## config.mk

```make
export PLATFORM = sky130hd
export DESIGN_NAME = user_ports
export DESIGN_NICKNAME = d
export VERILOG_FILES = /design/src/hw/udp_pkg.sv /design/src/hw/edge_sync.sv /design/src/hw/hs_channel.sv /design/src/hw/user_ports.sv
export SDC_FILE = /design/constraint.sdc
export NUM_CORES = 1
export LEC_CHECK = 0
export BUFFER_PORTS_ARGS = -buffer_cell sky130_fd_sc_hd__clkbuf_2
export CORE_ASPECT_RATIO = 0.5
export CORE_MARGIN = 2
export CORE_UTILIZATION = 32
export DETAILED_ROUTE_END_ITERATION = 16
export SLEW_MARGIN = 20
export SYNTH_ARGS = -nofsm -noshare
export SYNTH_HDL_FRONTEND = slang
export SYNTH_SLANG_ARGS = --single-unit
```

## constraint.sdc

```tcl
create_clock -name clk -period 2.96 [get_ports clk]
set_clock_uncertainty 0.05 [all_clocks]
set_input_delay 0.592 -clock clk [delete_from_list [all_inputs] [get_ports clk]]
set_output_delay 0.592 -clock clk [all_outputs]
set_load 0.1 [all_outputs]
```

## src/hw/udp_pkg.sv

```systemverilog
package udp_pkg;

  // =========================================================================
  // widths and channel layout
  localparam int unsigned NUM_CH    = 4;
  localparam int unsigned CH_W      = 8;
  localparam int unsigned BUS_W     = NUM_CH * CH_W;  // combined 32-bit path
  localparam int unsigned ADDR_W    = 6;

  // =========================================================================
  // register word offsets (byte address = 4 * index)
  localparam logic [ADDR_W-1:0] REG_DATA   = 6'h00;  // +ch: out data / in bits
  localparam logic [ADDR_W-1:0] REG_DIR    = 6'h04;  // +ch: direction
  localparam logic [ADDR_W-1:0] REG_CTRL   = 6'h08;  // select, slopes, mode
  localparam logic [ADDR_W-1:0] REG_STAT   = 6'h09;  // sticky events
  localparam logic [ADDR_W-1:0] REG_MASK   = 6'h0a;  // interrupt mask
  localparam logic [ADDR_W-1:0] REG_HSK    = 6'h0b;  // live handshake state
  localparam logic [ADDR_W-1:0] REG_CMD    = 6'h0c;  // trigger, test, error
  localparam logic [ADDR_W-1:0] REG_CAP    = 6'h10;  // +ch: captured input

  // =========================================================================
  // control field positions
  localparam int unsigned CTRL_SEL_LSB  = 0;  // 2 bits, selected channel
  localparam int unsigned CTRL_SLO_ACK  = 2;  // taken-ack edge, 1 = rising
  localparam int unsigned CTRL_SLO_IVS  = 3;  // input-valid edge, 1 = rising
  localparam int unsigned CTRL_DT_MODE  = 4;  // deferred-trigger mode
  localparam int unsigned CTRL_SLO_CH   = 5;  // slope bits go to this ch
  localparam logic [31:0] CTRL_RST      = 32'h0000_0000;

  // status bits
  localparam int unsigned ST_OUT_TAKEN2 = 0;
  localparam int unsigned ST_OUT_TAKEN4 = 1;
  localparam int unsigned ST_IN_CAP2    = 2;
  localparam int unsigned ST_IN_CAP4    = 3;
  localparam int unsigned ST_TRIG       = 4;
  localparam int unsigned ST_W          = 5;

  // command bits
  localparam int unsigned CMD_GET       = 0;  // group execute trigger
  localparam int unsigned CMD_TEST      = 1;  // reset handshake lines
  localparam int unsigned CMD_ERR_SET   = 2;  // self-test fault found
  localparam int unsigned CMD_ERR_CLR   = 3;
  localparam int unsigned CMD_SELECT    = 4;  // host selected the card

  // =========================================================================
  // timing
  localparam int unsigned CLK_HZ        = 25_000_000;
  localparam int unsigned ACTIVE_MS     = 20;
  localparam int unsigned ACTIVE_CYC    = (CLK_HZ / 1000) * ACTIVE_MS;
  localparam int unsigned SYSCLK_HZ     = 1_000_000;
  localparam int unsigned SYSCLK_HALF   = CLK_HZ / SYSCLK_HZ / 2;
  localparam int unsigned TRIG_CYC      = CLK_HZ / SYSCLK_HZ;  // 1 us pulse
  localparam int unsigned IACK_CYC      = CLK_HZ / SYSCLK_HZ;  // 1 us pulse

  // output handshake states
  typedef enum logic [1:0] {OH_IDLE, OH_VALID} out_hs_t;

endpackage : udp_pkg

```

## src/hw/edge_sync.sv

```systemverilog
`timescale 1ns/1ps
// three-stage synchroniser with rise/fall detection on agreeing stages
module edge_sync (
  // clock and reset
  input  wire logic clk,
  input  wire logic srst,
  // pin and result
  input  wire logic pin,
  output logic      level,
  output logic      rise,
  output logic      fall
);
  logic [2:0] sh_q;

  // =========================================================================
  // stage 0 is read only by stage 1
  always_ff @(posedge clk) begin
    if (srst) begin
      sh_q <= 3'h0;
    end else begin
      sh_q <= {sh_q[1:0], pin};
    end
  end

  assign level = sh_q[1];
  assign rise  = sh_q[1] & ~sh_q[2];
  assign fall  = ~sh_q[1] & sh_q[2];
endmodule : edge_sync

```

## src/hw/hs_channel.sv

```systemverilog
`timescale 1ns/1ps
// handshake engine for one handshaked channel
module hs_channel (
  // clock and reset
  input  wire logic       clk,
  input  wire logic       srst,
  // control
  input  wire logic       data_load,
  input  wire logic       hs_clear,
  input  wire logic       ack_rise_sel,
  input  wire logic       ivs_rise_sel,
  input  wire logic [7:0] pin_data,
  // pins
  input  wire logic       output_taken_ack,
  input  wire logic       input_valid_strobe,
  output logic            output_valid_strobe_n,
  output logic            input_taken_ack_n,
  // results
  output logic [7:0]      cap_q,
  output logic            out_taken,
  output logic            in_cap
);
  udp_pkg::out_hs_t st_q;
  logic a_r, a_f, v_r, v_f, ack_ev, ivs_ev;
  logic [7:0] pin_s1_q, pin_s2_q;
  logic [4:0] iack_q;

  edge_sync u_ack (.clk(clk), .srst(srst), .pin(output_taken_ack),
                   .level(), .rise(a_r), .fall(a_f));
  edge_sync u_ivs (.clk(clk), .srst(srst), .pin(input_valid_strobe),
                   .level(), .rise(v_r), .fall(v_f));

  // programmed slope selects the recognised edge
  assign ack_ev = ack_rise_sel ? a_r : a_f;
  assign ivs_ev = ivs_rise_sel ? v_r : v_f;

  // =========================================================================
  // output side: valid held low until the taken edge
  always_ff @(posedge clk) begin
    if (srst || hs_clear) begin
      st_q <= udp_pkg::OH_IDLE;
    end else begin
      case (st_q)
        udp_pkg::OH_IDLE:  if (data_load) st_q <= udp_pkg::OH_VALID;
        udp_pkg::OH_VALID: if (ack_ev && !data_load) begin
          st_q <= udp_pkg::OH_IDLE;
        end
        default: st_q <= udp_pkg::OH_IDLE;
      endcase
    end
  end
  assign output_valid_strobe_n = (st_q != udp_pkg::OH_VALID);
  assign out_taken = (st_q == udp_pkg::OH_VALID) && ack_ev;

  // =========================================================================
  // data bits lag two stages, so they are taken when the edge shows
  always_ff @(posedge clk) begin
    if (srst) begin
      pin_s1_q <= 8'h00;
      pin_s2_q <= 8'h00;
      cap_q    <= 8'h00;
    end else begin
      pin_s1_q <= pin_data;
      pin_s2_q <= pin_s1_q;
      if (ivs_ev) cap_q <= pin_s2_q;
    end
  end
  assign in_cap = ivs_ev;

  // input-taken pulse, active low, one system clock long
  always_ff @(posedge clk) begin
    if (srst || hs_clear) begin
      iack_q <= 5'h00;
    end else if (ivs_ev) begin
      iack_q <= 5'(udp_pkg::IACK_CYC);
    end else if (iack_q != 5'h00) begin
      iack_q <= iack_q - 5'h01;
    end
  end
  assign input_taken_ack_n = (iack_q == 5'h00);

  a_valid_until_ack: assert property (@(posedge clk) disable iff (srst)
    (!output_valid_strobe_n && !ack_ev && !data_load && !hs_clear)
      |=> !output_valid_strobe_n)
    else $error("valid dropped before taken edge");
  a_iack_pulse: assert property (@(posedge clk) disable iff (srst)
    (ivs_ev && !hs_clear) |=> !input_taken_ack_n [*8])
    else $error("input taken pulse missing");
endmodule : hs_channel

```

## src/hw/user_ports.sv

```systemverilog
`timescale 1ns/1ps
module user_ports (
  // clock and reset
  input  wire logic        clk,
  input  wire logic        srst,
  // avalon-mm slave
  input  wire logic [5:0]  avs_address,
  input  wire logic        avs_read,
  input  wire logic        avs_write,
  input  wire logic [31:0] avs_writedata,
  input  wire logic [3:0]  avs_byteenable,
  output logic [31:0]      avs_readdata,
  output logic             avs_waitrequest,
  output logic             irq,
  // data pins, 32 bits, three signals per bit
  input  wire logic [31:0] port_channel_in,
  output logic [31:0]      port_channel_out,
  output logic [31:0]      port_channel_oe,
  // handshake pins, index 0 = channel 2, index 1 = channel 4
  input  wire logic [1:0]  output_taken_ack,
  input  wire logic [1:0]  input_valid_strobe,
  output logic [1:0]       output_valid_strobe_n,
  output logic [1:0]       input_taken_ack_n,
  // auxiliary outputs
  output logic             buffered_sys_clock,
  output logic             deferred_trigger_out,
  output logic             error_out,
  output logic             active_out,
  output logic             reset_out_n
);
  logic [31:0] dout_q, dir_q, ctrl_q, rd_d, rd_q;
  logic [udp_pkg::ST_W-1:0] stat_q, mask_q, ev;
  logic [1:0] ack_rise_q, ivs_rise_q, load_hs, taken, capd;
  logic [7:0] cap [2];
  logic [31:0] pin_s1_q, pin_s2_q;
  logic        ack_q, wr, err_q, dt_arm_q, trig_ev;
  logic [4:0]  sclk_cnt_q, trig_cnt_q;
  logic [19:0] act_cnt_q;
  logic        sclk_q, rst_done_q;
  logic [31:0] wmask;

  // byte enable mask
  function automatic logic [31:0] be_mask(input logic [3:0] be);
    be_mask = {{8{be[3]}}, {8{be[2]}}, {8{be[1]}}, {8{be[0]}}};
  endfunction : be_mask

  // =========================================================================
  // bus: one wait cycle, answer on the second edge
  assign wr = avs_write && ack_q;
  assign avs_waitrequest = (avs_read || avs_write) && !ack_q;
  assign wmask = be_mask(avs_byteenable);

  always_ff @(posedge clk) begin
    if (srst) begin
      ack_q <= 1'b0;
    end else begin
      ack_q <= (avs_read || avs_write) && !ack_q;
    end
  end

  // =========================================================================
  // data output and direction registers, byte per channel
  always_ff @(posedge clk) begin
    if (srst) begin
      dout_q <= 32'h0000_0000;
      dir_q  <= 32'h0000_0000;  // all inputs after reset
    end else if (wr && avs_address[5:2] == udp_pkg::REG_DATA[5:2]) begin
      dout_q[avs_address[1:0]*8 +: 8] <= avs_writedata[7:0];
    end else if (wr && avs_address[5:2] == udp_pkg::REG_DIR[5:2]) begin
      dir_q[avs_address[1:0]*8 +: 8] <= avs_writedata[7:0];
    end
  end

  // bit drives pin only where direction is output; data sense free
  assign port_channel_out = dout_q;
  assign port_channel_oe  = dir_q;

  // data writes to channels 2 and 4 start a handshake
  assign load_hs[0] = wr && avs_address == (udp_pkg::REG_DATA + 6'h01);
  assign load_hs[1] = wr && avs_address == (udp_pkg::REG_DATA + 6'h03);

  // =========================================================================
  // control register; slope write targets the channel in ctrl bit 5
  always_ff @(posedge clk) begin
    if (srst) begin
      ctrl_q     <= udp_pkg::CTRL_RST;
      ack_rise_q <= 2'h0;  // falling edges after reset
      ivs_rise_q <= 2'h0;
    end else if (wr && avs_address == udp_pkg::REG_CTRL) begin
      ctrl_q <= avs_writedata & wmask;
      ack_rise_q[avs_writedata[udp_pkg::CTRL_SLO_CH]] <=
        avs_writedata[udp_pkg::CTRL_SLO_ACK];
      ivs_rise_q[avs_writedata[udp_pkg::CTRL_SLO_CH]] <=
        avs_writedata[udp_pkg::CTRL_SLO_IVS];
    end
  end

  // =========================================================================
  // two handshaked channels
  genvar g;
  generate
    for (g = 0; g < 2; g++) begin : g_hs
      hs_channel u_ch (
        .clk                   (clk),
        .srst                  (srst),
        .data_load             (load_hs[g]),
        .hs_clear              (wr && avs_address == udp_pkg::REG_CMD &&
                                avs_writedata[udp_pkg::CMD_TEST]),
        .ack_rise_sel          (ack_rise_q[g]),
        .ivs_rise_sel          (ivs_rise_q[g]),
        .pin_data              (port_channel_in[(2*g+1)*8 +: 8]),
        .output_taken_ack      (output_taken_ack[g]),
        .input_valid_strobe    (input_valid_strobe[g]),
        .output_valid_strobe_n (output_valid_strobe_n[g]),
        .input_taken_ack_n     (input_taken_ack_n[g]),
        .cap_q                 (cap[g]),
        .out_taken             (taken[g]),
        .in_cap                (capd[g])
      );
    end
  endgenerate

  // plain pin readback, two-stage synchronised
  always_ff @(posedge clk) begin
    if (srst) begin
      pin_s1_q <= 32'h0000_0000;
      pin_s2_q <= 32'h0000_0000;
    end else begin
      pin_s1_q <= port_channel_in;
      pin_s2_q <= pin_s1_q;
    end
  end

  // =========================================================================
  // deferred trigger: armed by mode, fired by trigger command
  assign trig_ev = wr && avs_address == udp_pkg::REG_CMD &&
                   avs_writedata[udp_pkg::CMD_GET] &&
                   ctrl_q[udp_pkg::CTRL_DT_MODE];
  always_ff @(posedge clk) begin
    if (srst) begin
      trig_cnt_q <= 5'h00;
    end else if (trig_ev) begin
      trig_cnt_q <= 5'(udp_pkg::TRIG_CYC);
    end else if (trig_cnt_q != 5'h00) begin
      trig_cnt_q <= trig_cnt_q - 5'h01;
    end
  end
  assign deferred_trigger_out = (trig_cnt_q != 5'h00);
  assign dt_arm_q = ctrl_q[udp_pkg::CTRL_DT_MODE];

  // =========================================================================
  // events: set wins over write-one clear
  assign ev = {trig_ev, capd[1], capd[0], taken[1], taken[0]};
  always_ff @(posedge clk) begin
    if (srst) begin
      stat_q <= '0;
      mask_q <= '0;
    end else begin
      if (wr && avs_address == udp_pkg::REG_STAT) begin
        stat_q <= (stat_q & ~avs_writedata[udp_pkg::ST_W-1:0]) | ev;
      end else begin
        stat_q <= stat_q | ev;
      end
      if (wr && avs_address == udp_pkg::REG_MASK) begin
        mask_q <= avs_writedata[udp_pkg::ST_W-1:0];
      end
    end
  end
  assign irq = |(stat_q & mask_q);

  // =========================================================================
  // error flag: a self-test fault sticks until cleared by software
  always_ff @(posedge clk) begin
    if (srst) begin
      err_q <= 1'b0;
    end else if (wr && avs_address == udp_pkg::REG_CMD) begin
      if (avs_writedata[udp_pkg::CMD_ERR_SET]) begin
        err_q <= 1'b1;
      end else if (avs_writedata[udp_pkg::CMD_ERR_CLR]) begin
        err_q <= 1'b0;
      end
    end
  end
  assign error_out = err_q;

  // activity stretch, retriggered by each select
  always_ff @(posedge clk) begin
    if (srst) begin
      act_cnt_q <= 20'h00000;
    end else if (wr && avs_address == udp_pkg::REG_CMD &&
                 avs_writedata[udp_pkg::CMD_SELECT]) begin
      act_cnt_q <= 20'(udp_pkg::ACTIVE_CYC);
    end else if (act_cnt_q != 20'h00000) begin
      act_cnt_q <= act_cnt_q - 20'h00001;
    end
  end
  assign active_out = (act_cnt_q != 20'h00000);

  // =========================================================================
  // 1 MHz system clock divided from 25 MHz; 25 is odd so duty is 12/25
  always_ff @(posedge clk) begin
    if (srst) begin
      sclk_cnt_q <= 5'h00;
      sclk_q     <= 1'b0;
    end else if (sclk_cnt_q == 5'(udp_pkg::TRIG_CYC - 1)) begin
      sclk_cnt_q <= 5'h00;
      sclk_q     <= 1'b0;
    end else begin
      sclk_cnt_q <= sclk_cnt_q + 5'h01;
      if (sclk_cnt_q == 5'(udp_pkg::SYSCLK_HALF)) sclk_q <= 1'b1;
    end
  end
  assign buffered_sys_clock = sclk_q;

  // reset output: low during reset, high after
  always_ff @(posedge clk) begin
    if (srst) begin
      rst_done_q <= 1'b0;
    end else begin
      rst_done_q <= 1'b1;
    end
  end
  assign reset_out_n = rst_done_q;

  // =========================================================================
  // read mux, registered on the wait cycle
  always_comb begin
    rd_d = 32'h0000_0000;
    if (avs_address[5:2] == udp_pkg::REG_DATA[5:2]) begin
      rd_d[7:0] = pin_s2_q[avs_address[1:0]*8 +: 8];
    end else if (avs_address[5:2] == udp_pkg::REG_DIR[5:2]) begin
      rd_d[7:0] = dir_q[avs_address[1:0]*8 +: 8];
    end else if (avs_address == udp_pkg::REG_CTRL) begin
      rd_d = ctrl_q;
    end else if (avs_address == udp_pkg::REG_STAT) begin
      rd_d[udp_pkg::ST_W-1:0] = stat_q;
    end else if (avs_address == udp_pkg::REG_MASK) begin
      rd_d[udp_pkg::ST_W-1:0] = mask_q;
    end else if (avs_address == udp_pkg::REG_HSK) begin
      rd_d[7:0] = {err_q, active_out, dt_arm_q, deferred_trigger_out,
                   input_taken_ack_n, output_valid_strobe_n};
    end else if (avs_address == (udp_pkg::REG_CAP + 6'h01)) begin
      rd_d[7:0] = cap[0];
    end else if (avs_address == (udp_pkg::REG_CAP + 6'h03)) begin
      rd_d[7:0] = cap[1];
    end
  end

  always_ff @(posedge clk) begin
    if (srst) begin
      rd_q <= 32'h0000_0000;
    end else if (avs_read && !ack_q) begin
      rd_q <= rd_d;
    end
  end
  assign avs_readdata = rd_q;

  // =========================================================================
  a_trig_high: assert property (@(posedge clk) disable iff (srst)
    trig_ev |=> deferred_trigger_out [*8])
    else $error("trigger pulse not raised");
  a_active_hold: assert property (@(posedge clk) disable iff (srst)
    (wr && avs_address == udp_pkg::REG_CMD &&
     avs_writedata[udp_pkg::CMD_SELECT]) |=> active_out [*8])
    else $error("activity not held");
  a_err_sticky: assert property (@(posedge clk) disable iff (srst)
    (error_out && !(wr && avs_address == udp_pkg::REG_CMD)) |=> error_out)
    else $error("error flag dropped");
  a_err_follow: assert property (@(posedge clk) disable iff (srst)
    (wr && avs_address == udp_pkg::REG_CMD &&
     avs_writedata[udp_pkg::CMD_ERR_SET]) |=> error_out)
    else $error("error output not raised");
  a_reset_high: assert property (@(posedge clk)
    $fell(srst) |=> reset_out_n)
    else $error("reset output not high");
  a_clk_period: assert property (@(posedge clk) disable iff (srst)
    $rose(buffered_sys_clock) |-> ##25 $rose(buffered_sys_clock))
    else $error("system clock period wrong");
  a_dir_drive: assert property (@(posedge clk) disable iff (srst)
    port_channel_oe == dir_q)
    else $error("direction not applied");
  a_no_trig_off: assert property (@(posedge clk) disable iff (srst)
    (!deferred_trigger_out && !trig_ev) |=> !deferred_trigger_out)
    else $error("stray trigger");
endmodule : user_ports

```

* After elaboration in Yosys (flattened, before gate mapping)
Index checks and enable logic that the tools add are counted.
Cells by class: $lt $le $gt $ge 2, bitwise operators 23, $add $sub $neg 6, muxes and demuxes 41, reduce and logical (&&, ||, !) cells 49, equality and inequality tests 20, shifts and indexed selects 4
Operators with widths (count):
- 2-to-1 mux 24 bit | 3
- bitwise mux 32 bit | 2
- variable part select 32 x 6 -> 8 bit | 2
- 2-to-1 mux 8 bit | 6
- 2-to-1 mux 5 bit | 9
- 2-to-1 mux 19 bit | 2
- negator 5 -> 34 bit | 1
- variable shift 8 x 34 -> 32 bit, first input constant | 1
- variable part select 8 x 34 -> 32 bit | 1
- AND 32 bit | 1
- == test 6 x 4 -> 1 bit, second input constant | 5
- logical AND 1 bit | 20
- nonzero test 20 bit | 1
- subtractor 20 x 1 -> 20 bit, second input constant | 1
- nonzero test 5 bit | 3
- subtractor 5 x 1 -> 5 bit, second input constant | 3
- == test 6 x 5 -> 1 bit, second input constant | 2
- != test 2 x 1 -> 1 bit, second input constant | 6
- AND 5 bit | 2
- logical NOT 5 bit | 2
- bitwise OR 5 bit | 2
- nonzero test 2 bit | 5
- OR reduction 2 bit | 5
- NOT 1 bit | 9
- 23 further kinds | 51
Storage, ports and cells: flip-flop bits (word level) 314, output and inout bits 107, word-level logic and storage cells 180, bits of input ports 82

* Logic depth before layout (Yosys ltp)
Gate-level depths: netlist of run 1.
word-level depth 9, mapped depth 12

* Cells and area by module
From an unflattened synthesis of run 1, not the netlist that was laid out.
Unflattened totals: cells, all modules 1293, area total of the unflattened synthesis 12145.4 µm²
Modules (own cells, without submodules):
- user_ports | sequential area each 4804.6 µm², cells an instance 1061, area each 9768.1 µm², times used 1
- hs_channel | sequential area each 600.6 µm², cells an instance 100, area each 1006.0 µm², times used 2
- edge_sync | sequential area each 60.1 µm², cells an instance 8, area each 91.3 µm², times used 4

* Least setup slack after synthesis of run 1
OpenSTA, ideal clock, no wires.
kind in2reg, start point input avs_address[0], end point register dout_q[16], in the netlist port_channel_out[16], buffers on the path 4, data arrival time 2.787 ns, required time 2.843 ns, cell stages on the path 11, slack 0.056 ns, cells stage by stage buf_2 > buf_1 > inv_1 > ha_1 > clkbuf_1 > clkbuf_1 > nor3b_1 > nand2_1 > nor2_1 > a21oi_1 > nor2_1
On the way: longest elaborated chain between the ends 3, elaborated cells between the ends (all ways) 4
RTL lines:
- from (decl) | line user_ports.sv:7 | input wire logic [5:0] avs_address,
- negator 5 -> 34 bit * | line user_ports.sv:68 | dout_q[avs_address[1:0]*8 +: 8] <= avs_writedata[7:0];
- variable part select 8 x 34 -> 32 bit / variable shift 8 x 34 -> 32 bit (equally long branches) | line user_ports.sv:68
- bitwise mux 32 bit * | line user_ports.sv:68
- to (signal, indexed assignment) | line user_ports.sv:68
- to (decl) | line user_ports.sv:31 | logic [31:0] dout_q, dir_q, ctrl_q, rd_d, rd_q;
Every way passes the cells marked *; elsewhere a longest branch is shown, timed or not. A chain may end at the register's enable or synchronous reset.

* Final worst setup path of run 1
start point register act_cnt_q[4], end point output active_out
On the way: longest elaborated chain between the ends 1
RTL lines:
- from (decl) | line user_ports.sv:38 | logic [19:0] act_cnt_q;
- from (signal assigned) | line user_ports.sv:192 | act_cnt_q <= 20'(udp_pkg::ACTIVE_CYC);
- from (signal assigned) | line user_ports.sv:194 | act_cnt_q <= act_cnt_q - 20'h00001;
- nonzero test 20 bit | line user_ports.sv:197 | assign active_out = (act_cnt_q != 20'h00000);
- to (decl) | line user_ports.sv:28 | output logic active_out,
No other way between the ends.

==> results.cfg, run 1 <==
[cells_and_area]
drive_above_1_share_pct = 20.2
insertedDiodeCount = 0
finish.instance_area_sq_mm = 0.0135
most_frequent_cells_in_the_layout = 280 x sky130_fd_sc_hd__dfxtp_1, 187 x sky130_fd_sc_hd__nor2_1, 185 x sky130_fd_sc_hd__clkbuf_2
syn_to_final_growth_pct = 20.5
n_fill_cell = 3518
layout.cells.most_common = sky130_fd_sc_hd__dfxtp_1
regArea_sq_mm = 0.00561
finalNetCount = 1524
multi_input_area_sq_mm = 0.00515

[drt]
dr_total_vias = 9299
route.detailed.vias_per_inst = 4.85
drc = 0
detailedRoute.firstIterationViolations = 708
drtPass1Iterations = 5
drt-wirelength-per-cell_um = 16.5
drtAntennaViolNets = 0
postRouteWirelength_mm = 31.7

[clocking]
clock_latency_ns = 0.56
clock_path_buffers = 3
cts_hold_repair.buffers = 0
clock_transition_at_the_registers_of_the_reported_paths_ns = 0.06
cts-htree-levels = 1
cts_repair_resize_count = 1
cts_tree = built
tritoncts_num_sinks = 280
root_buffer = sky130_fd_sc_hd__clkbuf_16
post-cts-setup-buffer-count = 0
cts_made_buffers = 27

[yosys]
count_of_flip_flops_with_a_built_in_enable_after_synthesis = 0
top_area_cells_in_the_synthesized_netlist = sky130_fd_sc_hd__dfxtp_1 50%, sky130_fd_sc_hd__nor2_1 6.3%, sky130_fd_sc_hd__a21oi_1 5.5%, sky130_fd_sc_hd__nor2b_1 4.6%, sky130_fd_sc_hd__nand2_1 4.2%
synth-main-ff-cell = sky130_fd_sc_hd__dfxtp_1
synth_fp_nets = 1368
synth_sequential_area_ratio_pct = 50.1
netlist-cell-type-count = 64
yosys_register_bits = 280
syn-cell-area_sq_mm = 0.0112
netlist.area_leader.share_pct = 50.1
synth_warnings = 0
synth_area_per_cell_sq_um = 8.80
syn-instance-count = 1272
synth.largest_area_cell = sky130_fd_sc_hd__dfxtp_1
async_reset_ff_share_pct = 0

[flow_run]
drv_cap = 0

[timing]
grt_setup_unrepaired = false
timing_worst_slew_pin_value_ns = 0.802
max_slew_margin_pct = 46.5
fin_setup_tns_ns = 0
worst_slack_ns = 0.162
whs_ns = 0.182
hold_violations = 0
maximum_achievable_frequency_mhz = 357
share_of_the_clock_period_used_by_the_worst_path_pct = 94.5
slew_viol_final = 0
setup_failing_eps_final = 0
timing.final.crit_period_ns = 2.80

[global_routing]
groute.layer.met3.usage_pct = 2.74
grt_pass1_vias = 8628
grt_first_pass_wirelength_mm = 48.6
grt_antenna_before_repair = 0
grtUsageMet2_pct = 27.8
maximum_number_of_pins_on_one_net_before_global_route_repair = 172
global_route.overflow_total = 0
gr-max-usage-layer = met2
grtUsageTotal_pct = 16.9
use_met1_pct = 23.1

[die]
std_cell_rows = 48
initial_utilization_pct = 32.5
die-width_um = 268
die_height_um = 136
floorplan.core_area_sq_mm = 0.0345
area_enclosed_by_the_die_boundary_sq_mm = 0.0366
ios = 189

[critical_path]
worstPathArrival_ns = 2.16
cp_max_fo = 7
critPathSlowestCell = sky130_fd_sc_hd__or4_4
crit_path_end_kind = primary output
worst_path_largest_cell_delay_ns = 0.55
cp_cell_sequence = or4_4, nor3_2, and2_4, inv_1, buf_4
setup.worst_path.start_class = flop
critPathRequiredTime_ns = 2.32
worst-setup-path-type = reg2out

[placed_design]
dpl.hpwl_mm = 22.3
portBuffers = 188
pre_cts_ws_ns = 0.374
routabilityCongestion = 0.892
placed_cell_area_sq_mm = 0.0127

[pwr]
int_power_mw = 6.88
netSwitchingPower_mw = 3.23
share_clk_of_total_power_pct = 33.0
max-vdd-ir-drop_mv = 0.465
switching_share_pct = 32.0
share_seq_of_total_power_pct = 42.4
report.power.total_mw = 10.1
cellLeakagePower_nw = 5.26
power_per_cell_area_mw_per_mm2 = 750
p_comb_share_pct = 24.6

[min_path]
min_path_type = in2reg

[status]
run_status = completed
-- metal layers --
metal	wire length, um	vias up
met2	15000	192
met5	0	-
met1	14600	4400
met3	1400	43
met4	612	0
li1	-	4664
-- synth_stat cells (all sizes together), types with 5 or more instances --
master  instances
a31oi           5
nor4            8
clkbuf         72
ha             14
and2            5
and3b           5
nand3b          8
a21oi         124
o22ai           8
nor2b          82
mux4            8
nor2          187
a22oi          43
inv            20
buf            22
o21ai          21
nor4b           6
nand2         125
a211oi          8
nand4           5
dfxtp         280
nor3           24
nand3          67
mux2i          35
xnor2          25
and3           10
-- power by group through the flow --
stage	clock [mW]	combinational, mW	sequential [mW]
2_1_floorplan	0	1.89	4.35
3_3_place_gp	0	2.47	4.37
3_5_place_dp	0	2.48	4.37
4_1_cts	3.42	2.49	4.29
5_1_grt	3.60	2.75	4.33
6_report	3.33	2.49	4.29
-- critical path: cells and delay by family, from the launching register on --
kind / cells / cell delay, ns
buffers and inverters: 2 / 0.31
AND/OR/NAND/NOR: 3 / 0.93
flip-flops: 1 / 0.36
-- stage by stage --
step,utilization (%),cells
3_3_place_gp,36.7,1874
4_1_cts,39.1,1919
3_5_place_dp,36.7,1874
2_1_floorplan,-,1272
5_1_grt,39.1,1919
6_report,39.1,1919
-- state kept, by name (all words and copies together), names as in the netlist --
signal,flops
g_hs.u_ch.iack_q,10
act_cnt_q,20
g_hs.u_ch.cap_q,16
ack_rise_q,2
port_channel_out,32
mask_q,5
ack_q,1
g_hs.u_ch.u_ack.sh_q,6
error_out,1
g_hs.u_ch.u_ivs.sh_q,6
stat_q,5
ctrl_q,32
port_channel_oe,32
buffered_sys_clock,1
pin_s2_q,32
sclk_cnt_q,5
trig_cnt_q,5
ivs_rise_q,2
reset_out_n,1
avs_readdata,32
g_hs.u_ch.st_q,2
pin_s1_q,32
-- final cells by class --
cell class | instances | area share [%]
sequential | 280 | 41.6
multi-input combinational | 878 | 38.2
timing repair buffer | 221 | 9.17
clock buffer | 34 | 5.35
tap | 475 | 4.41
clock inverter | 11 | 0.807
inverter | 20 | 0.556
-- kinds of logic after synthesis --
kind of cell | Yosys count | synth area share (%)
muxes | 46 | 5.04
buffers and inverters | 114 | 4.10
xor gates and xnor gates | 26 | 2.03
and+or+nand+nor | 560 | 24.6
DFF | 280 | 50.1
adders and majority gates | 14 | 1.56
AOI/OAI and AO/OA | 232 | 12.5
-- path summary, 6_finish.rpt --
path	startpoint	end	slack, ns	depth (start not counted)
setup reg to reg	act_cnt_q[0]	act_cnt_q[6]	0.79	8
setup / recovery	act_cnt_q[4]	active_out	0.16	5
hold / removal	port_channel_in[31]	pin_s1_q[31]	0.18	2
hold reg to reg	pin_s1_q[26]	pin_s2_q[26]	0.38	1
Note: power is estimated with default switching activity, not from simulation.
==> run 2: changes to the inputs <==
Settings changed: CTS_CLUSTER_SIZE set to 12.
Clock period 2.96 ns to 3.4 ns, I/O delays scaled along.
==> results.cfg, run 2 (same netlist as run 1, synthesis figures left out) <==
[die]
die-width_um = 268
std_cell_rows = 48
die_height_um = 136
floorplan.core_area_sq_mm = 0.0345
initial_utilization_pct = 32.5
area_enclosed_by_the_die_boundary_sq_mm = 0.0366
ios = 189

[critical_path]
worst_r2r_endpoint = act_cnt_q[12]
rr_startpoint = ack_q
critPathRequiredTime_ns = 2.67
setup.worst_path.start_class = flop
cp_max_fo = 7
worst-setup-path-type = reg2out
crit_path_end_kind = primary output
reg2reg_setup_slack_ns = 1.14
ff2ff_path_depth = 6
worstPathArrival_ns = 2.53

[pwr]
switching_share_pct = 31.7
power_per_cell_area_mw_per_mm2 = 647
share_clk_of_total_power_pct = 32.3
p_comb_share_pct = 24.5
share_seq_of_total_power_pct = 43.2
int_power_mw = 5.91
netSwitchingPower_mw = 2.74
max-vdd-ir-drop_mv = 0.377
cellLeakagePower_nw = 5.18

[clocking]
cts_hold_repair.buffers = 0
root_buffer = sky130_fd_sc_hd__clkbuf_16
clock_transition_at_the_registers_of_the_reported_paths_ns = 0.06
cts_made_buffers = 28
cts-htree-levels = 1
clock_path_buffers = 3
tritoncts_num_sinks = 280
clock_latency_ns = 0.55
post-cts-setup-buffer-count = 0
cts_tree = built

[placed_design]
dpl.hpwl_mm = 22.3
routabilityCongestion = 0.896
placed_cells = 1866
portBuffers = 188

[cells_and_area]
layoutNonFillerInstCount = 1903
drive_above_1_share_pct = 19.3
insertedDiodeCount = 0
layout.cells.most_common = sky130_fd_sc_hd__dfxtp_1
most_frequent_cells_in_the_layout = 280 x sky130_fd_sc_hd__dfxtp_1, 187 x sky130_fd_sc_hd__nor2_1, 186 x sky130_fd_sc_hd__clkbuf_2
syn_to_final_growth_pct = 19.2
finalNetCount = 1517

[global_routing]
grtUsageMet2_pct = 28.1
use_met1_pct = 22.5
grtUsageTotal_pct = 16.8
gr-max-usage-layer = met2
global_route.overflow_total = 0
grt_first_pass_wirelength_mm = 48.6
groute.layer.met3.usage_pct = 2.81
grt_antenna_before_repair = 0
maximum_number_of_pins_on_one_net_before_global_route_repair = 144
grt_pass1_vias = 8556

[status]
run_status = completed

[flow_run]
drv_cap = 0

[timing]
fin_setup_tns_ns = 0
maximum_achievable_frequency_mhz = 307
timing_worst_slew_pin_value_ns = 0.708
timing.final.crit_period_ns = 3.26
share_of_the_clock_period_used_by_the_worst_path_pct = 95.9
max_slew_margin_pct = 52.1
setup_failing_eps_final = 0
slew_viol_final = 0
hold_violations = 0
grt_setup_unrepaired = false

[min_path]
worst_hold_path.num_cells = 2
min_to = g_hs[0].u_ch.u_ivs.sh_q[0]
min_path_type = in2reg
hp-start = input_valid_strobe[0]

[drt]
drc = 0
dr_total_vias = 9252
route.detailed.vias_per_inst = 4.86
detailedRoute.firstIterationViolations = 694
drtPass1Iterations = 5
drtAntennaViolNets = 0
postRouteWirelength_mm = 31.8
drt-wirelength-per-cell_um = 16.7
==> run 2: cell types whose count changed in the layout (fill, tap and decap cells not counted), sizes merged <==
cell	previous run	this run
buf	36	27
clkinv	7	3
inv	22	20
bufinv	1	0
==> run 2: worst max path at each step <==
stage	startpoint	cells after the start	to	slack, ns
global route	act_cnt_q[4]	6	active_out	0.04
global placement	avs_address[1]	9	avs_readdata[0]	0.65
floorplan	avs_address[0]	11	port_channel_out[16]	0.41
CTS	act_cnt_q[4]	6	active_out	0.06
detailed placement	avs_address[1]	7	act_cnt_q[0]	0.64
finish	act_cnt_q[4]	6	active_out	0.14
==> run 2: final cells by class <==
class	instances	area, sq um
clock inverters	4	22.5
flip-flops and latches	280	5610
well taps	475	594
inverters	20	75.1
clock buffers	33	761
multi-input cells	878	5140
fillers	3558	21100
repair buffers	213	1150
==> run 2: timing repair <==
| item | CTS | global route |
|---|---|---|
| endpoints found under the hold margin | 0 | 0 |
| gates resized for setup | 0 | 1 |
| setup endpoints to repair | 0 | 1 |
==> run 2: power groups by stage <==
stage          Combinational [mW]  Sequential [mW]  Clock (mW)
2_1_floorplan                1.64             3.79           0
3_3_place_gp                 2.10             3.80           0
3_5_place_dp                 2.12             3.80           0
4_1_cts                      2.13             3.73        2.88
5_1_grt                      2.33             3.76        2.99
6_report                     2.12             3.73        2.79
==> run 2: critical path: stages, from the launching register on <==
cell	delay [ns]
sky130_fd_sc_hd__dfxtp_1	0.36
sky130_fd_sc_hd__or4_4	0.55
sky130_fd_sc_hd__nor3_1	0.15
sky130_fd_sc_hd__buf_4	0.17
sky130_fd_sc_hd__and2_1	0.33
sky130_fd_sc_hd__inv_1	0.11
sky130_fd_sc_hd__buf_2	0.31
==> run 2: per-stage QoR <==
stage	utilization [%]	cell area, sq um	hold slack, ns	total power [mW]	setup WS [ns]
2_1_floorplan	-	11200	0.364	5.43	0.408
3_5_place_dp	36.4	12600	0.371	5.91	0.641
3_3_place_gp	36.4	12600	0.370	5.90	0.646
5_1_grt	38.7	13300	0.283	9.09	0.0450
6_report	38.7	13300	0.293	8.64	0.140
4_1_cts	38.7	13300	0.274	8.74	0.0588
==> run 2: metal layers <==
metal | vias to the layer above | wire length, um
met5 | - | 0
met4 | 0 | 682
met3 | 48 | 1370
met2 | 194 | 15300
met1 | 4363 | 14500
li1 | 4647 | -
==> run 3: changes to the inputs <==
Settings changed: SYNTH_HIERARCHICAL set to 1.
==> results.cfg, run 3 <==
[status]
run_status = completed

[critical_path]
ff2ff_path_depth = 5
worstPathArrival_ns = 2.33
worst_path_dominant_cell_family = simple AND/OR/NAND/NOR gates
critPathSlowestCell = sky130_fd_sc_hd__clkbuf_2
rr_startpoint = ack_q
worst-setup-path-type = reg2out
cp_cell_sequence = nor4_2, nand4b_1, buf_4, or2_1, clkbuf_2
worst_path_largest_cell_delay_ns = 0.40
crit_path_end_kind = primary output
worst_r2r_endpoint = act_cnt_q[1]
critPathBufInv = 2
setup.worst_path.start_class = flop
critPathRequiredTime_ns = 2.67
cp_max_fo = 9
reg2reg_setup_slack_ns = 1.23

[yosys]
synth_sequential_area_ratio_pct = 51.4
yosys_register_bits = 312
synth_commonest_cells = 312 x sky130_fd_sc_hd__dfxtp_1, 179 x sky130_fd_sc_hd__nor2_1, 128 x sky130_fd_sc_hd__nand2_1
synth.largest_area_cell = sky130_fd_sc_hd__dfxtp_1
synthMuxAreaShare_pct = 7.98
synth-main-ff-cell = sky130_fd_sc_hd__dfxtp_1
syn-instance-count = 1293
synth_warnings = 6
synth_top_family_by_area = simple AND/OR/NAND/NOR gates
synth_simple_gate_area_share_pct = 23.4
count_of_flip_flops_with_a_built_in_enable_after_synthesis = 0
synth_area_per_cell_sq_um = 9.39
netlist-cell-type-count = 71
synth_fp_nets = 1388
syn-cell-area_sq_mm = 0.0121
post-synth-top-count-cell = sky130_fd_sc_hd__dfxtp_1
synth_xor_xnor_area_share_pct = 1.80
synth_compound_gate_area_share_pct = 10.4
synth_fa_ha_area_share_pct = 1.34
top_area_cells_in_the_synthesized_netlist = sky130_fd_sc_hd__dfxtp_1 51%, sky130_fd_sc_hd__nor2b_1 6.1%, sky130_fd_sc_hd__nor2_1 5.5%, sky130_fd_sc_hd__mux2i_1 4.7%, sky130_fd_sc_hd__a21oi_1 4.2%
async_reset_ff_share_pct = 0
netlist.area_leader.share_pct = 51.4

[global_routing]
gr-max-usage-layer = met2
global_route.overflow_total = 0
grt_antenna_before_repair = 0
grt_pass1_vias = 8882
use_met1_pct = 21.1
grt_first_pass_wirelength_mm = 50.1
grtUsageTotal_pct = 16.1
groute.layer.met3.usage_pct = 2.59
maximum_number_of_pins_on_one_net_before_global_route_repair = 105
grtUsageMet2_pct = 27.1

[clocking]
clock_latency_ns = 0.57
cts_hold_repair.buffers = 0
cts_repair_resize_count = 0
cts_tree = built
root_buffer = sky130_fd_sc_hd__clkbuf_16
post-cts-setup-buffer-count = 0
cts_made_buffers = 31
clock_path_buffers = 3
clock_transition_at_the_registers_of_the_reported_paths_ns = 0.06
tritoncts_num_sinks = 312
cts-htree-levels = 1

[cells_and_area]
n_fill_cell = 3839
finalNetCount = 1550
most_frequent_cells_in_the_layout = 312 x sky130_fd_sc_hd__dfxtp_1, 187 x sky130_fd_sc_hd__clkbuf_2, 179 x sky130_fd_sc_hd__nor2_1
finish.instance_area_sq_mm = 0.0144
insertedDiodeCount = 0
syn_to_final_growth_pct = 18.4
final_util_pct = 38.4
layout.cells.most_common = sky130_fd_sc_hd__dfxtp_1
drive_above_1_share_pct = 19.9

[drt]
dr_total_vias = 9413
route.detailed.vias_per_inst = 4.81
drt-wirelength-per-cell_um = 16.6
drc = 0
postRouteWirelength_mm = 32.5
detailedRoute.firstIterationViolations = 534
drtAntennaViolNets = 0
drtPass1Iterations = 5

[die]
floorplan.core_area_sq_mm = 0.0374
std_cell_rows = 50
initial_utilization_pct = 32.5
area_enclosed_by_the_die_boundary_sq_mm = 0.0396
die-width_um = 280
die_height_um = 142
ios = 189

[placed_design]
pre_cts_ws_ns = 0.540
dpl.hpwl_mm = 23.2
placed_cell_area_sq_mm = 0.0135
portBuffers = 188
routabilityCongestion = 0.899

[min_path]
min_path_type = in2reg
hp-start = port_channel_in[22]
worst_hold_path.num_cells = 2
min_to = pin_s1_q[22]

[timing]
hold_violations = 0
setup_failing_eps_final = 0
timing_worst_slew_pin_value_ns = 0.806
worst_slack_ns = 0.338
timing.final.crit_period_ns = 3.06
maximum_achievable_frequency_mhz = 327
share_of_the_clock_period_used_by_the_worst_path_pct = 90.1
slew_viol_final = 0
grt_setup_unrepaired = false
fin_setup_tns_ns = 0
max_slew_margin_pct = 45.2
whs_ns = 0.265

[pwr]
share_clk_of_total_power_pct = 34.2
cellLeakagePower_nw = 5.94
p_comb_share_pct = 20.9
power_per_cell_area_mw_per_mm2 = 634
netSwitchingPower_mw = 2.76
max-vdd-ir-drop_mv = 0.393
switching_share_pct = 30.2
int_power_mw = 6.36
share_seq_of_total_power_pct = 44.9

[flow_run]
drv_cap = 0
==> run 3: cell count changes in the layout (fill, tap and decap cells not counted), moves of 9 or more <==
| cell | change |
|---|---|
| sky130_fd_sc_hd__a21oi_1 | -20 |
| sky130_fd_sc_hd__a22oi_1 | -17 |
| sky130_fd_sc_hd__buf_4 | -12 |
| sky130_fd_sc_hd__dfxtp_1 | +32 |
| sky130_fd_sc_hd__mux2i_1 | +22 |
| sky130_fd_sc_hd__nand3_1 | -19 |
| sky130_fd_sc_hd__nor2b_1 | +36 |
| sky130_fd_sc_hd__nor3_1 | -9 |
| sky130_fd_sc_hd__xnor2_1 | -10 |
| sky130_fd_sc_hd__xor2_1 | +9 |
==> run 3: layer usage <==
layer,share of wire [%],vias up
met5,0,-
met4,3.0,0
met3,3.7,61
met2,48,212
met1,46,4440
li1,-,4700
==> run 3: how the worst max path moves through the flow <==
stage / cells past startpoint / slack [ns] / to / from
final: 5 / 0.34 / active_out / act_cnt_q[13]
after global routing: 5 / 0.17 / active_out / act_cnt_q[13]
after CTS: 5 / 0.29 / active_out / act_cnt_q[13]
after detailed placement: 9 / 0.54 / avs_readdata[7] / avs_address[0]
after global placement: 9 / 0.59 / avs_readdata[7] / avs_address[0]
after floorplan: 10 / 0.58 / g_hs[0].u_ch/iack_q[1] / avs_address[0]
==> run 3: final cells by class <==
| class | instances | area [sq um] | share of cell area, % |
|---|---|---|---|
| inverters | 29 | 109 | 0.757 |
| clock buffers | 37 | 818 | 5.69 |
| well taps | 494 | 618 | 4.30 |
| multi-input cells | 879 | 5450 | 37.9 |
| repair buffers | 202 | 1070 | 7.48 |
| clock inverters | 6 | 58.8 | 0.409 |
| flip-flops and latches | 312 | 6250 | 43.4 |
==> run 3: power groups by stage <==
stage               logic (mW)  registers (mW)  clock network [mW]
floorplan                 1.51            4.14                   0
detailed placement        1.91            4.17                   0
global placement          1.89            4.17                   0
CTS                       1.92            4.09                3.20
global route              2.10            4.13                3.34
finish                    1.91            4.09                3.12
==> run 3: stage by stage <==
stage	power, mW	cells
2_1_floorplan	5.66	1293
3_3_place_gp	6.06	1915
3_5_place_dp	6.07	1915
4_1_cts	9.21	1958
5_1_grt	9.57	1959
6_report	9.11	1959
==> run 3: cell families after synthesis <==
family,after synthesis
AO/OA/AOI/OAI,208
multiplexers,76
flip-flops,312
buffers and inverters,102
adder cells (fa/ha/maj),13
XOR/XNOR,25
AND/OR/NAND/NOR,557
==> run 3: worst reg2reg max path: cells and delay by family (launching register included) <==
family	cells	cell delay [ns]
and+or+nand+nor	4	1.49
DFF	1	0.39
AOI/OAI and AO/OA	1	0.09
